**src/cdbu_pkg.sv**
```systemverilog
// Package of register indices, field positions and codes for the debug breakpoint unit
package cdbu_pkg;
    // Register indices (byte address is four times the index)
    localparam logic [7:0] IDX_SSP        = 8'h12;
    localparam logic [7:0] IDX_FETCH_THR  = 8'h13;
    localparam logic [7:0] IDX_FETCH_REG  = 8'h14;
    localparam logic [7:0] IDX_CAUSE      = 8'h15;
    localparam logic [7:0] IDX_DATA       = 8'h16;
    localparam logic [7:0] IDX_STOP       = 8'h18;
    localparam logic [7:0] IDX_SCRATCH    = 8'h20;
    localparam logic [7:0] IDX_IB_ADDR    = 8'h30;
    localparam logic [7:0] IDX_IB_CTRL    = 8'h40;
    localparam logic [7:0] IDX_DW_ADDR1   = 8'h50;
    localparam logic [7:0] IDX_DW_ADDR2   = 8'h60;
    localparam logic [7:0] IDX_DW_CTRL    = 8'h70;
    localparam logic [7:0] IDX_RW_MASK    = 8'h80;
    localparam logic [7:0] IDX_RW_VALUE   = 8'h90;
    localparam logic [7:0] IDX_RW_CTRL    = 8'h9C;
    // Control field positions
    localparam int CTL_EN_BIT    = 0;
    localparam int CTL_SENSE_BIT = 1;
    localparam int CTL_LOAD_BIT  = 2;
    localparam int CTL_THR_LSB   = 16;
    // Cause register field positions
    localparam int CAUSE_IDX_LSB = 16;
    localparam int CAUSE_THR_LSB = 8;
    // Reset values
    localparam logic [31:0] CTRL_RST  = 32'h0000_0000;
    localparam logic [2:0]  CAUSE_RST = 3'h0;
    // Cause codes
    localparam logic [2:0] CAUSE_HOST  = 3'h1;
    localparam logic [2:0] CAUSE_DEBUG_CALL_INSTR = 3'h2;
    localparam logic [2:0] CAUSE_IBRK  = 3'h3;
    localparam logic [2:0] CAUSE_DWAT  = 3'h4;
    localparam logic [2:0] CAUSE_RWAT  = 3'h5;
endpackage

```
**src/cdbu_top.sv**
```systemverilog
// Debug breakpoint unit: saved state, scratch, breakpoints and watchpoints
`timescale 1ns/1ps
`default_nettype none
module cdbu_top
    import cdbu_pkg::*;
#(
    parameter int NTHR = 8
) (
    input  wire logic        pclk,
    input  wire logic        presetn,
    input  wire logic        clk_en,
    input  wire logic        psel,
    input  wire logic        penable,
    input  wire logic        pwrite,
    input  wire logic [11:0] paddr,
    input  wire logic [31:0] pwdata,
    output logic      [31:0] prdata,
    output logic             pready,
    output logic             pslverr,
    input  wire logic        pipe_valid,
    input  wire logic [7:0]  pipe_thread,
    input  wire logic [31:0] pipe_pc,
    input  wire logic        mem_valid,
    input  wire logic        mem_load,
    input  wire logic [7:0]  mem_thread,
    input  wire logic [31:0] mem_addr,
    input  wire logic        res_valid,
    input  wire logic [7:0]  res_thread,
    input  wire logic [31:0] res_id,
    input  wire logic        host_req,
    input  wire logic        debug_call_instr_req,
    input  wire logic [7:0]  debug_call_instr_thread,
    input  wire logic [31:0] saved_stack_pointer,
    input  wire logic        debug_return,
    input  wire logic        cfg_scr_we,
    input  wire logic [2:0]  cfg_scr_idx,
    input  wire logic [31:0] cfg_scr_wdata,
    output logic      [31:0] cfg_scr_rdata,
    output logic             debug_mode,
    output logic             debug_entry,
    output logic      [7:0]  thread_run_en,
    output logic      [7:0]  fetch_thread,
    output logic      [4:0]  fetch_reg
);
    // ************************************************************
    // Register state
    // ************************************************************
    logic [31:0] ssp_ff;
    logic [7:0]  fthr_ff;
    logic [4:0]  freg_ff;
    logic [2:0]  cause_ff;
    logic [1:0]  cidx_ff;
    logic [7:0]  cthr_ff;
    logic [31:0] data_ff;
    logic [7:0]  stop_ff;
    logic        dbg_ff;
    logic [31:0] scr_ff [8];
    logic [31:0] iba_ff [4];
    logic [31:0] ibc_ff [4];
    logic [31:0] dwa1_ff [4];
    logic [31:0] dwa2_ff [4];
    logic [31:0] dwc_ff [4];
    logic [31:0] rwm_ff [4];
    logic [31:0] rwv_ff [4];
    logic [31:0] rwc_ff [4];

    // ************************************************************
    // APB decode
    // ************************************************************
    wire        wr_acc = psel & penable & pwrite & clk_en;
    wire [7:0]  idx    = paddr[9:2];
    wire [7:0]  sub    = idx - IDX_SCRATCH;
    wire [1:0]  bi     = idx[1:0];
    wire        hit_scr = (idx[7:3] == IDX_SCRATCH[7:3]);
    wire        hit_iba = (idx[7:2] == IDX_IB_ADDR[7:2]);
    wire        hit_ibc = (idx[7:2] == IDX_IB_CTRL[7:2]);
    wire        hit_dw1 = (idx[7:2] == IDX_DW_ADDR1[7:2]);
    wire        hit_dw2 = (idx[7:2] == IDX_DW_ADDR2[7:2]);
    wire        hit_dwc = (idx[7:2] == IDX_DW_CTRL[7:2]);
    wire        hit_rwm = (idx[7:2] == IDX_RW_MASK[7:2]);
    wire        hit_rwv = (idx[7:2] == IDX_RW_VALUE[7:2]);
    wire        hit_rwc = (idx[7:2] == IDX_RW_CTRL[7:2]);
    wire        hit_one = (idx == IDX_SSP) | (idx == IDX_FETCH_THR) | (idx == IDX_FETCH_REG)
                        | (idx == IDX_CAUSE) | (idx == IDX_DATA) | (idx == IDX_STOP);
    wire        mapped = (paddr[11:10] == 2'h0) & (hit_one | hit_scr | hit_iba | hit_ibc
                        | hit_dw1 | hit_dw2 | hit_dwc | hit_rwm | hit_rwv | hit_rwc);
    wire        wr_ok  = wr_acc & mapped;

    assign pready  = 1'b1;
    assign pslverr = psel & penable & ~mapped;

    // ************************************************************
    // Match logic
    // ************************************************************
    logic [3:0] ib_hit;
    logic [3:0] dw_hit;
    logic [3:0] rw_hit;
    for (genvar i = 0; i < 4; i++) begin : g_match
        wire ib_eq  = (pipe_pc == iba_ff[i]);
        wire dw_a   = (mem_addr >= dwa1_ff[i]);
        wire dw_b   = (mem_addr <= dwa2_ff[i]);
        wire dw_cnd = dwc_ff[i][CTL_SENSE_BIT] ? (dw_a | dw_b) : (dw_a & dw_b);
        wire dw_kind = ~mem_load | dwc_ff[i][CTL_LOAD_BIT];
        wire rw_a   = ((res_id & rwm_ff[i]) == rwv_ff[i]);
        wire rw_cnd = rwc_ff[i][CTL_SENSE_BIT] ? ~rw_a : rw_a;
        assign ib_hit[i] = pipe_valid & ibc_ff[i][CTL_EN_BIT]
                         & ibc_ff[i][CTL_THR_LSB + pipe_thread[2:0]]
                         & (ibc_ff[i][CTL_SENSE_BIT] ? ~ib_eq : ib_eq);
        assign dw_hit[i] = mem_valid & dwc_ff[i][CTL_EN_BIT] & dw_kind & dw_cnd
                         & dwc_ff[i][CTL_THR_LSB + mem_thread[2:0]];
        assign rw_hit[i] = res_valid & rwc_ff[i][CTL_EN_BIT] & rw_cnd
                         & rwc_ff[i][CTL_THR_LSB + res_thread[2:0]];
    end

    function automatic logic [1:0] low_idx(input logic [3:0] v);
        logic [1:0] r;
        r = 2'h0;
        for (int k = 3; k >= 0; k--) begin
            if (v[k]) begin
                r = 2'(k);
            end
        end
        return r;
    endfunction

    // ************************************************************
    // Debug entry selection
    // ************************************************************
    logic [2:0]  nxt_cause;
    logic [1:0]  nxt_cidx;
    logic [7:0]  nxt_cthr;
    logic [31:0] nxt_data;
    logic        trig;
    always_comb begin
        nxt_cause = cause_ff;
        nxt_cidx  = cidx_ff;
        nxt_cthr  = cthr_ff;
        nxt_data  = data_ff;
        trig      = 1'b1;
        if (host_req) begin
            nxt_cause = CAUSE_HOST;
            nxt_cidx  = 2'h0;
            nxt_cthr  = 8'h00;
        end else if (debug_call_instr_req) begin
            nxt_cause = CAUSE_DEBUG_CALL_INSTR;
            nxt_cidx  = 2'h0;
            nxt_cthr  = debug_call_instr_thread;
        end else if (|ib_hit) begin
            nxt_cause = CAUSE_IBRK;
            nxt_cidx  = low_idx(ib_hit);
            nxt_cthr  = pipe_thread;
        end else if (|dw_hit) begin
            nxt_cause = CAUSE_DWAT;
            nxt_cidx  = low_idx(dw_hit);
            nxt_cthr  = mem_thread;
            nxt_data  = mem_addr;
        end else if (|rw_hit) begin
            nxt_cause = CAUSE_RWAT;
            nxt_cidx  = low_idx(rw_hit);
            nxt_cthr  = res_thread;
            nxt_data  = res_id;
        end else begin
            trig = 1'b0;
        end
    end
    wire enter = clk_en & trig & ~dbg_ff;

    // ************************************************************
    // Single registers
    // ************************************************************
    always_ff @(posedge pclk or negedge presetn) begin
        if (!presetn) begin
            ssp_ff   <= 32'h0000_0000;
            fthr_ff  <= 8'h00;
            freg_ff  <= 5'h00;
            cause_ff <= CAUSE_RST;
            cidx_ff  <= 2'h0;
            cthr_ff  <= 8'h00;
            data_ff  <= 32'h0000_0000;
            stop_ff  <= 8'h00;
            dbg_ff   <= 1'b0;
        end else if (enter) begin
            ssp_ff   <= saved_stack_pointer;
            cause_ff <= nxt_cause;
            cidx_ff  <= nxt_cidx;
            cthr_ff  <= nxt_cthr;
            data_ff  <= nxt_data;
            dbg_ff   <= 1'b1;
        end else if (clk_en) begin
            if (debug_return) begin
                dbg_ff <= 1'b0;
            end
            if (wr_ok && idx == IDX_SSP) begin
                ssp_ff <= pwdata;
            end
            if (wr_ok && idx == IDX_FETCH_THR) begin
                fthr_ff <= pwdata[7:0];
            end
            if (wr_ok && idx == IDX_FETCH_REG) begin
                freg_ff <= pwdata[4:0];
            end
            if (wr_ok && idx == IDX_CAUSE) begin
                cause_ff <= pwdata[2:0];
                cthr_ff  <= pwdata[CAUSE_THR_LSB +: 8];
                cidx_ff  <= pwdata[CAUSE_IDX_LSB +: 2];
            end
            if (wr_ok && idx == IDX_DATA) begin
                data_ff <= pwdata;
            end
            if (wr_ok && idx == IDX_STOP) begin
                stop_ff <= pwdata[7:0];
            end
        end
    end

    // ************************************************************
    // Banked registers
    // ************************************************************
    always_ff @(posedge pclk or negedge presetn) begin
        if (!presetn) begin
            for (int i = 0; i < 8; i++) begin
                scr_ff[i] <= 32'h0000_0000;
            end
            for (int i = 0; i < 4; i++) begin
                iba_ff[i]  <= 32'h0000_0000;
                ibc_ff[i]  <= CTRL_RST;
                dwa1_ff[i] <= 32'h0000_0000;
                dwa2_ff[i] <= 32'h0000_0000;
                dwc_ff[i]  <= CTRL_RST;
                rwm_ff[i]  <= 32'h0000_0000;
                rwv_ff[i]  <= 32'h0000_0000;
                rwc_ff[i]  <= CTRL_RST;
            end
        end else if (clk_en) begin
            if (wr_ok && hit_scr) begin
                scr_ff[sub[2:0]] <= pwdata;
            end else if (cfg_scr_we) begin
                scr_ff[cfg_scr_idx] <= cfg_scr_wdata;
            end
            if (wr_ok && hit_iba) begin
                iba_ff[bi] <= pwdata;
            end
            if (wr_ok && hit_ibc) begin
                ibc_ff[bi] <= pwdata & 32'h00FF_0003;
            end
            if (wr_ok && hit_dw1) begin
                dwa1_ff[bi] <= pwdata;
            end
            if (wr_ok && hit_dw2) begin
                dwa2_ff[bi] <= pwdata;
            end
            if (wr_ok && hit_dwc) begin
                dwc_ff[bi] <= pwdata & 32'h00FF_0007;
            end
            if (wr_ok && hit_rwm) begin
                rwm_ff[bi] <= pwdata;
            end
            if (wr_ok && hit_rwv) begin
                rwv_ff[bi] <= pwdata;
            end
            if (wr_ok && hit_rwc) begin
                rwc_ff[bi] <= pwdata & 32'h00FF_0003;
            end
        end
    end

    // ************************************************************
    // Read mux and outputs
    // ************************************************************
    always_comb begin
        prdata = 32'h0000_0000;
        if (idx == IDX_SSP) prdata = ssp_ff;
        if (idx == IDX_FETCH_THR) prdata = {24'h000000, fthr_ff};
        if (idx == IDX_FETCH_REG) prdata = {27'h0000000, freg_ff};
        if (idx == IDX_CAUSE) prdata = {14'h0000, cidx_ff, cthr_ff, 5'h00, cause_ff};
        if (idx == IDX_DATA) prdata = data_ff;
        if (idx == IDX_STOP) prdata = {24'h000000, stop_ff};
        if (hit_scr) prdata = scr_ff[sub[2:0]];
        if (hit_iba) prdata = iba_ff[bi];
        if (hit_ibc) prdata = ibc_ff[bi];
        if (hit_dw1) prdata = dwa1_ff[bi];
        if (hit_dw2) prdata = dwa2_ff[bi];
        if (hit_dwc) prdata = dwc_ff[bi];
        if (hit_rwm) prdata = rwm_ff[bi];
        if (hit_rwv) prdata = rwv_ff[bi];
        if (hit_rwc) prdata = rwc_ff[bi];
        if (!mapped) prdata = 32'h0000_0000;
    end

    assign cfg_scr_rdata = scr_ff[cfg_scr_idx];
    assign debug_mode    = dbg_ff;
    assign debug_entry   = enter;
    assign thread_run_en = dbg_ff ? 8'h00 : ~stop_ff;
    assign fetch_thread  = fthr_ff;
    assign fetch_reg     = freg_ff;
endmodule
`default_nettype wire

```
**config.mk**
```make
export PLATFORM = sky130hd
export DESIGN_NAME = cdbu_top
export DESIGN_NICKNAME = d
export VERILOG_FILES = /design/src/cdbu_pkg.sv /design/src/cdbu_top.sv
export SDC_FILE = /design/constraint.sdc
export NUM_CORES = 2
export LEC_CHECK = 0
export ABC_AREA = 1
export BUFFER_PORTS_ARGS = -buffer_cell sky130_fd_sc_hd__buf_2
export CAP_MARGIN = 20
export CORE_MARGIN = 2
export CORE_UTILIZATION = 25
export DETAILED_ROUTE_END_ITERATION = 7
export PLACE_DENSITY = 0.46
export SYNTH_ARGS = -nofsm -noshare
export SYNTH_HDL_FRONTEND = slang
export SYNTH_SLANG_ARGS = --single-unit
```
**constraint.sdc**
```tcl
create_clock -name pclk -period 2.65 [get_ports pclk]
set_input_delay 0.1325 -clock pclk [delete_from_list [all_inputs] [get_ports pclk]]
set_output_delay 0.1325 -clock pclk [all_outputs]
set_load 0.02 [all_outputs]
```
After elaboration in Yosys (flattened, before gate mapping)
Index checks and enable logic that the tools add are counted.
Storage, ports and cells
  word-level logic and storage cells: 392
  output and inout bits: 89
  input port bits: 253
  register bits after elaboration: 1379
Operators by class
  bitwise operators: 94
  reductions and logical operators: 44
  add/subtract/negate cells: 4
  equal/unequal tests: 28
  order comparisons: 17
  multiplexer cells: 156
Operators by type and width (count)
  $mux W32: 50
  $bwmux W128: 8
  $bmux W32 S2: 8
  $bwmux W256: 2
  $mux W256: 2
  $eq A32 B32 Y1: 8
  $bmux W32 S3: 2
  $demux W32 S3: 2
  $and A32 B32 Y32: 4
  $ge A32 B32 Y1: 4
  $le A32 B32 Y1: 4
  $mux W8: 9
  $demux W32 S2: 1
  $bmux W1 S5: 12
  $and A1 B1 Y1: 52
  $eq A8 B5 Y1 const B: 6
  $mux W2: 20
  $mux W1: 32
  $eq A6 B5 Y1 const B: 4
  $mux W3: 8
  $or A1 B1 Y1: 22
  $reduce_and A2 Y1: 11
  $add A5 B3 Y6 const A: 3
  $eq A6 B6 Y1 const B: 3
  21 further kinds: 66

Longest topological paths before layout
  depth after elaboration: 21
  gate-level depth with buffers: 29
  mapped depth without buffers: 27

Worst setup path before layout
Ideal clock, no wire load.
  kind: reg-to-reg
  from: register dwa2_ff[127] (netlist bit)
  to: register freg_ff[0] (netlist: fetch_reg[0])
  data arrival time: 2.738 ns
  cell stages (with the launch flop): 21
  library setup time: 0.120 ns
  buffers on the path: 1
  slack: -0.208 ns
  clock period less this slack: 2.858 ns
  data required time: 2.530 ns
  path through: dfrtp_1 -> inv_1 -> ha_1 -> nand2_1 -> nor2_1 -> nand2_1 -> nor4_1 -> nand2_1 -> nand2_1 -> nand2_1 -> o21ai_0 -> inv_1 -> nand2_1 -> nand2_1 -> nor2_1 -> nand2_1 -> nand2_2 -> buf_2 -> nand3_1 -> o21ai_0 -> inv_1
Between the ends
  cells in the longest elaborated chain, start to end: 14
  elaborated cells on any way between the ends: 15
  those cells by class: order compare: 1; mux: 5; bitwise: 7; reduce/logical: 2
RTL lines
  from (decl): line cdbu_top.sv:61  | logic [31:0] dwa2_ff [4];
  from (signal, indexed assignment): line cdbu_top.sv:250  | dwa2_ff[bi] <= pwdata;
  $le A32 B32 Y1 *: line cdbu_top.sv:101  | wire dw_b = (mem_addr <= dwa2_ff[i]);
  $and A1 B1 Y1 / $or A1 B1 Y1 (equally long branches): line cdbu_top.sv:102  | wire dw_cnd = dwc_ff[i][CTL_SENSE_BIT] ? (dw_a | dw_b) : (dw_a & dw_b);
  $mux W1 *: line cdbu_top.sv:102
  $and A1 B1 Y1 *: line cdbu_top.sv:109  | assign dw_hit[i] = mem_valid & dwc_ff[i][CTL_EN_BIT] & dw_kind & dw_cnd
  $and A1 B1 Y1 *: line cdbu_top.sv:110  | & dwc_ff[i][CTL_THR_LSB + mem_thread[2:0]];
  $reduce_or A4 Y1 *: line cdbu_top.sv:152  | end else if (|dw_hit) begin
  $mux W1 *: line cdbu_top.sv:152
  $mux W1 *: line cdbu_top.sv:148  | end else if (|ib_hit) begin
  $mux W1 *: line cdbu_top.sv:144  | end else if (debug_call_instr_req) begin
  $mux W1 *: line cdbu_top.sv:140  | if (host_req) begin
  $and A1 B1 Y1 * (2 in series): line cdbu_top.sv:166  | wire enter = clk_en & trig & ~dbg_ff;
  $not A1 Y1 (no line) *
  $reduce_and A3 Y1 (no line) *
  to (signal assigned): line cdbu_top.sv:200  | freg_ff <= pwdata[4:0];
  to (decl): line cdbu_top.sv:50  | logic [4:0] freg_ff;
Every way passes the cells marked *; elsewhere a longest branch is shown, timed or not.
A chain may end at the register's enable or synchronous reset.

Worst setup path after layout
  from: register rwm_ff[51] (netlist bit)
  to: output port debug_entry
Between the ends
  cells in the longest elaborated chain, start to end: 14
RTL lines
  from (decl): line cdbu_top.sv:63  | logic [31:0] rwm_ff [4];
  from (signal, indexed assignment): line cdbu_top.sv:256  | rwm_ff[bi] <= pwdata;
  $and A32 B32 Y32 *: line cdbu_top.sv:104  | wire rw_a = ((res_id & rwm_ff[i]) == rwv_ff[i]);
  $eq A32 B32 Y1 *: line cdbu_top.sv:104
  $not A1 Y1: line cdbu_top.sv:105  | wire rw_cnd = rwc_ff[i][CTL_SENSE_BIT] ? ~rw_a : rw_a;
  $mux W1 *: line cdbu_top.sv:105
  $and A1 B1 Y1 *: line cdbu_top.sv:111  | assign rw_hit[i] = res_valid & rwc_ff[i][CTL_EN_BIT] & rw_cnd
  $and A1 B1 Y1 *: line cdbu_top.sv:112  | & rwc_ff[i][CTL_THR_LSB + res_thread[2:0]];
  $reduce_or A4 Y1 *: line cdbu_top.sv:157  | end else if (|rw_hit) begin
  $mux W1 *: line cdbu_top.sv:157
  $mux W1 *: line cdbu_top.sv:152
  $mux W1 *: line cdbu_top.sv:148
  $mux W1 *: line cdbu_top.sv:144
  $mux W1 *: line cdbu_top.sv:140
  $and A1 B1 Y1 * (2 in series): line cdbu_top.sv:166
  to (decl): line cdbu_top.sv:40  | output logic debug_entry,
Marked as above.

==> flow_summary.yaml <==
floorplan:
  die_height_um: 512
  dieArea_um2: 262000
  starting_utilization_of_the_core_area_pct: 25.1
  core-area_um2: 257000
  die_w_um: 512
  floorplan.rows: 186
  io-pin-count: 342
clock_tree:
  clk-insertion-delay-late_ns: 0.84
  clk_root_buffer_cell: "sky130_fd_sc_hd__clkbuf_16"
  cts-htree-levels: 4
  cts_inserted_buffers: 146
  worst_setup_hold_path_clk_slew_ns: 0.06
  cts-root-to-sink-buffers: 3
  clock-sinks: 1119
  cts_tree: "yes"
power_and_ir_drop:
  power.density_cell_area_nw_per_um2: 517
  ir_drop_mv: 0.724
  p_leak_uw: 0.0429
setup_path:
  critical_path.max_stage_delay_ns: 0.38
  worst_path_max_delay_cell: "sky130_fd_sc_hd__dfrtp_1"
  setup.worst_path.class: "register to primary output"
  cp.required_ns: 2.52
  worstRegToRegCells: 28
  r2r-start: "dwa2_ff[123]"
  timing.critical_path.to_type: "primary output"
  critPathLaunchType: "register"
  crit_path_frequent_cell: "sky130_fd_sc_hd__nand2_1"
  worstReg2RegEnd: "data_ff[14]"
  r2r_setup_slack_ns: -0.95
  cp.buffers_inverters: 4
  crit_arrival_ns: 3.52
  path_delay_family: "simple AND/OR/NAND/NOR gates"
  worstPathCellList: "nand2_1, xor2_1, nand2_1, nor3_1, buf_4, nand2_1, nor2_1, nand3_2, nand3_2, nand4_1, nor2_4, nand2_8, nand2_8, inv_8, buf_12, buf_8"
  critical_path.max_fanout: 2
global_route:
  met2_global_route_usage_pct: 41.6
  global_route.peak_usage_layer: "met2"
  grt_util_met3_pct: 5.01
  grt.overflow.total: 0
  grt_usage_pct: 26.7
  grt_max_degree: 120
  antenna_violations_before_repair: 62
  global_route_wire_length_before_repair_mm: 510
  met1_usage_pct: 34.7
  via_count_of_the_first_global_routing_pass: 69700
timing:
  max-slew-margin-rel_pct: 18.2
  fmax_mhz: 274
  finalWorstSetupSlack_ns: -0.999
  finalMaxSlewViolations: 0
  final_min_period_over_clock_period_pct: 138
  timing.final.setup_violations: 132
  timing.clock.skew_ns: 0.0415
  finalCriticalPeriod_ns: 3.65
  final_hold_viols: 0
  totalNegativeSetupSlack_ns: -84.49
  worst_slew_pin_slew_ns: 1.23
  rsz0062_at_grt: "true"
  holdWs_ns: 0.0217
final_layout:
  final_nets: 10700
  layout.cell_area.non_filler_um2: 93900
  largest_register_ffs: 256
  instances_no_fill: 13700
  area_added_between_synthesis_and_finish_pct: 45.4
  layout_cell_share_with_drive_strength_beyond_1_pct: 28.9
  regMostFlops: "scr_ff"
logic_synthesis:
  yosys_warnings: 0
  synth_seq_cells: 1119
  syn_nets: 8988
  synth_seq_area_share_pct: 43.4
  synth.area.top_cells: "sky130_fd_sc_hd__dfrtp_1 (43%), sky130_fd_sc_hd__nand2_1 (14%), sky130_fd_sc_hd__o21ai_0 (9.2%), sky130_fd_sc_hd__o22ai_1 (6.3%), sky130_fd_sc_hd__ha_1 (5.0%)"
  postSynth.topFlopCell: "sky130_fd_sc_hd__dfrtp_1"
  synth.top_cell.area_share_pct: 43.4
  syn_area_um2: 64600
  synth.distinct_cells: 55
  synth_edf_count: 0
  synthTopCellsByCount: "sky130_fd_sc_hd__nand2_1 (2458), sky130_fd_sc_hd__o21ai_0 (1181), sky130_fd_sc_hd__dfrtp_1 (1119), sky130_fd_sc_hd__inv_1 (686), sky130_fd_sc_hd__o22ai_1 (652)"
  yosys.area.top_type: "sky130_fd_sc_hd__dfrtp_1"
  synth-async-reset-ratio_pct: 100
  syn-mean-instance-area_um2: 7.61
  yosysMostFrequentCell: "sky130_fd_sc_hd__nand2_1"
  post_synth_inst_count: 8479
placed_design:
  hpwl_mm: 264
  dpl-instance-area_um2: 82200
  place.port_buffers: 338
  gpl.final_weighted_congestion: 0.971
  placed_cells: 13200
route:
  drt.antenna.violating_nets: 0
  dr.first_iter.drc_count: 8235
  num_vias: 71800
  detailedRoute.firstPassIterationCount: 7
  post_drt_wl_per_cell_um: 26.3
  wl_mm: 362
  drt-vias-per-instance: 5.23
  drc_markers: 0
min_path:
  timing.hold.worst.class: "input pin to register"
  min_path_cells: 8
  hp-start: "res_id[29]"
  hold_path_end: "data_ff[29]"
job:
  cap_viol_max_count: 0
run_status:
  failing_checks: "negative setup slack"
  outcome: "finished with violations"
-- metal layers --
| metal | wire length, µm | part of all wire [%] |
|---|---|---|
| met5 | 125 | 0.035 |
| met4 | 23200 | 6.4 |
| met3 | 31100 | 8.6 |
| met2 | 161000 | 44 |
| met1 | 147000 | 41 |
-- tightest hold or removal path: stages --
cell	delay [ns]
sky130_fd_sc_hd__buf_2	0.15
sky130_fd_sc_hd__buf_4	0.18
sky130_fd_sc_hd__nand2_1	0.06
sky130_fd_sc_hd__nand2_1	0.07
sky130_fd_sc_hd__nand2_1	0.06
sky130_fd_sc_hd__o21ai_1	0.06
sky130_fd_sc_hd__nand2_1	0.06
sky130_fd_sc_hd__nand2_1	0.04
-- worst max-delay path by stage --
| stage | startpoint | end | slack, ns | depth (start not counted) |
|---|---|---|---|---|
| 2_1_floorplan | dwa2_ff[63] | data_ff[10] | 0.009 | 23 |
| 3_3_place_gp | paddr[3] | prdata[22] | -1.44 | 18 |
| 3_5_place_dp | paddr[3] | prdata[22] | -1.48 | 18 |
| 4_1_cts | dwa2_ff[61] | debug_entry | -0.98 | 20 |
| 5_1_grt | dwa2_ff[127] | debug_entry | -1.18 | 21 |
| 6_report | rwm_ff[51] | debug_entry | -1.0 | 16 |
-- metrics by stage --
| step | setup WS (ns) | power, µW | util (%) |
|---|---|---|---|
| after floorplan | 0.00890 | 22100 | - |
| after global placement | -1.44 | 26300 | 32.0 |
| after detailed placement | -1.48 | 26400 | 32.0 |
| after CTS | -0.982 | 48000 | 35.4 |
| after global routing | -1.18 | 50100 | 36.5 |
| final | -0.999 | 48600 | 36.5 |
-- what timing repair did --
| action | 4_1_cts | 5_1_grt |
|---|---|---|
| hold buffers | 132 | 0 |
| hold endpoints to repair | 984 | 0 |
| endpoints found under the setup margin | 132 | 132 |
| gates resized for setup | 514 | 610 |
| buffers inserted | 70 | 58 |
| cloned | 11 | 8 |
| pin swaps | 156 | 265 |
-- where the power goes --
part / total, µW / switching [µW] / leakage, µW / internal, µW
registers: 19100 / 1030 / 0.0153 / 18100
logic: 8540 / 5350 / 0.0252 / 3190
clock network: 20900 / 8580 / 0.00239 / 12300
total: 48600 / 15000 / 0.0429 / 33600
-- cell families (layout without fill, tap and decap cells) --
group / after synthesis / count (layout) / share of synthesized area (%)
flip-flops: 1119 / 1119 / 43.4
XOR/XNOR: 187 / 187 / 2.54
AO/OA/AOI/OAI: 2425 / 2425 / 21.8
AND/OR/NAND/NOR: 3191 / 3192 / 19.7
buffers and inverters: 1300 / 3136 / 7.69
other: 1 / 33 / 0.00581
adder cells (fa/ha/maj): 256 / 256 / 4.96
-- cell usage in the layout, fill, tap and decap left out, types with 155 or more instances in the layout --
cell                        Yosys  layout
sky130_fd_sc_hd__nand2_1     2458    2262
sky130_fd_sc_hd__buf_4          3    1470
sky130_fd_sc_hd__dfrtp_1     1119    1117
sky130_fd_sc_hd__o21ai_0     1181    1055
sky130_fd_sc_hd__inv_1        686     623
sky130_fd_sc_hd__o22ai_1      652     605
sky130_fd_sc_hd__buf_2         59     303
sky130_fd_sc_hd__nor2_1       295     244
sky130_fd_sc_hd__ha_1         256     241
sky130_fd_sc_hd__a21oi_1      231     185
sky130_fd_sc_hd__nand3_1      240     171
sky130_fd_sc_hd__clkbuf_16      0     155
-- layout make-up --
type / instances / area, µm²
multi-input cells: 6061 / 35500
inverters: 707 / 2690
clock inverters: 37 / 566
diodes: 32 / 80.1
repair buffers: 2168 / 18400
well taps: 3384 / 4230
flip-flops and latches: 1119 / 28000
clock buffers: 224 / 4320
fillers: 26700 / 163000
No activity file was read; power rests on OpenSTA's default activity.
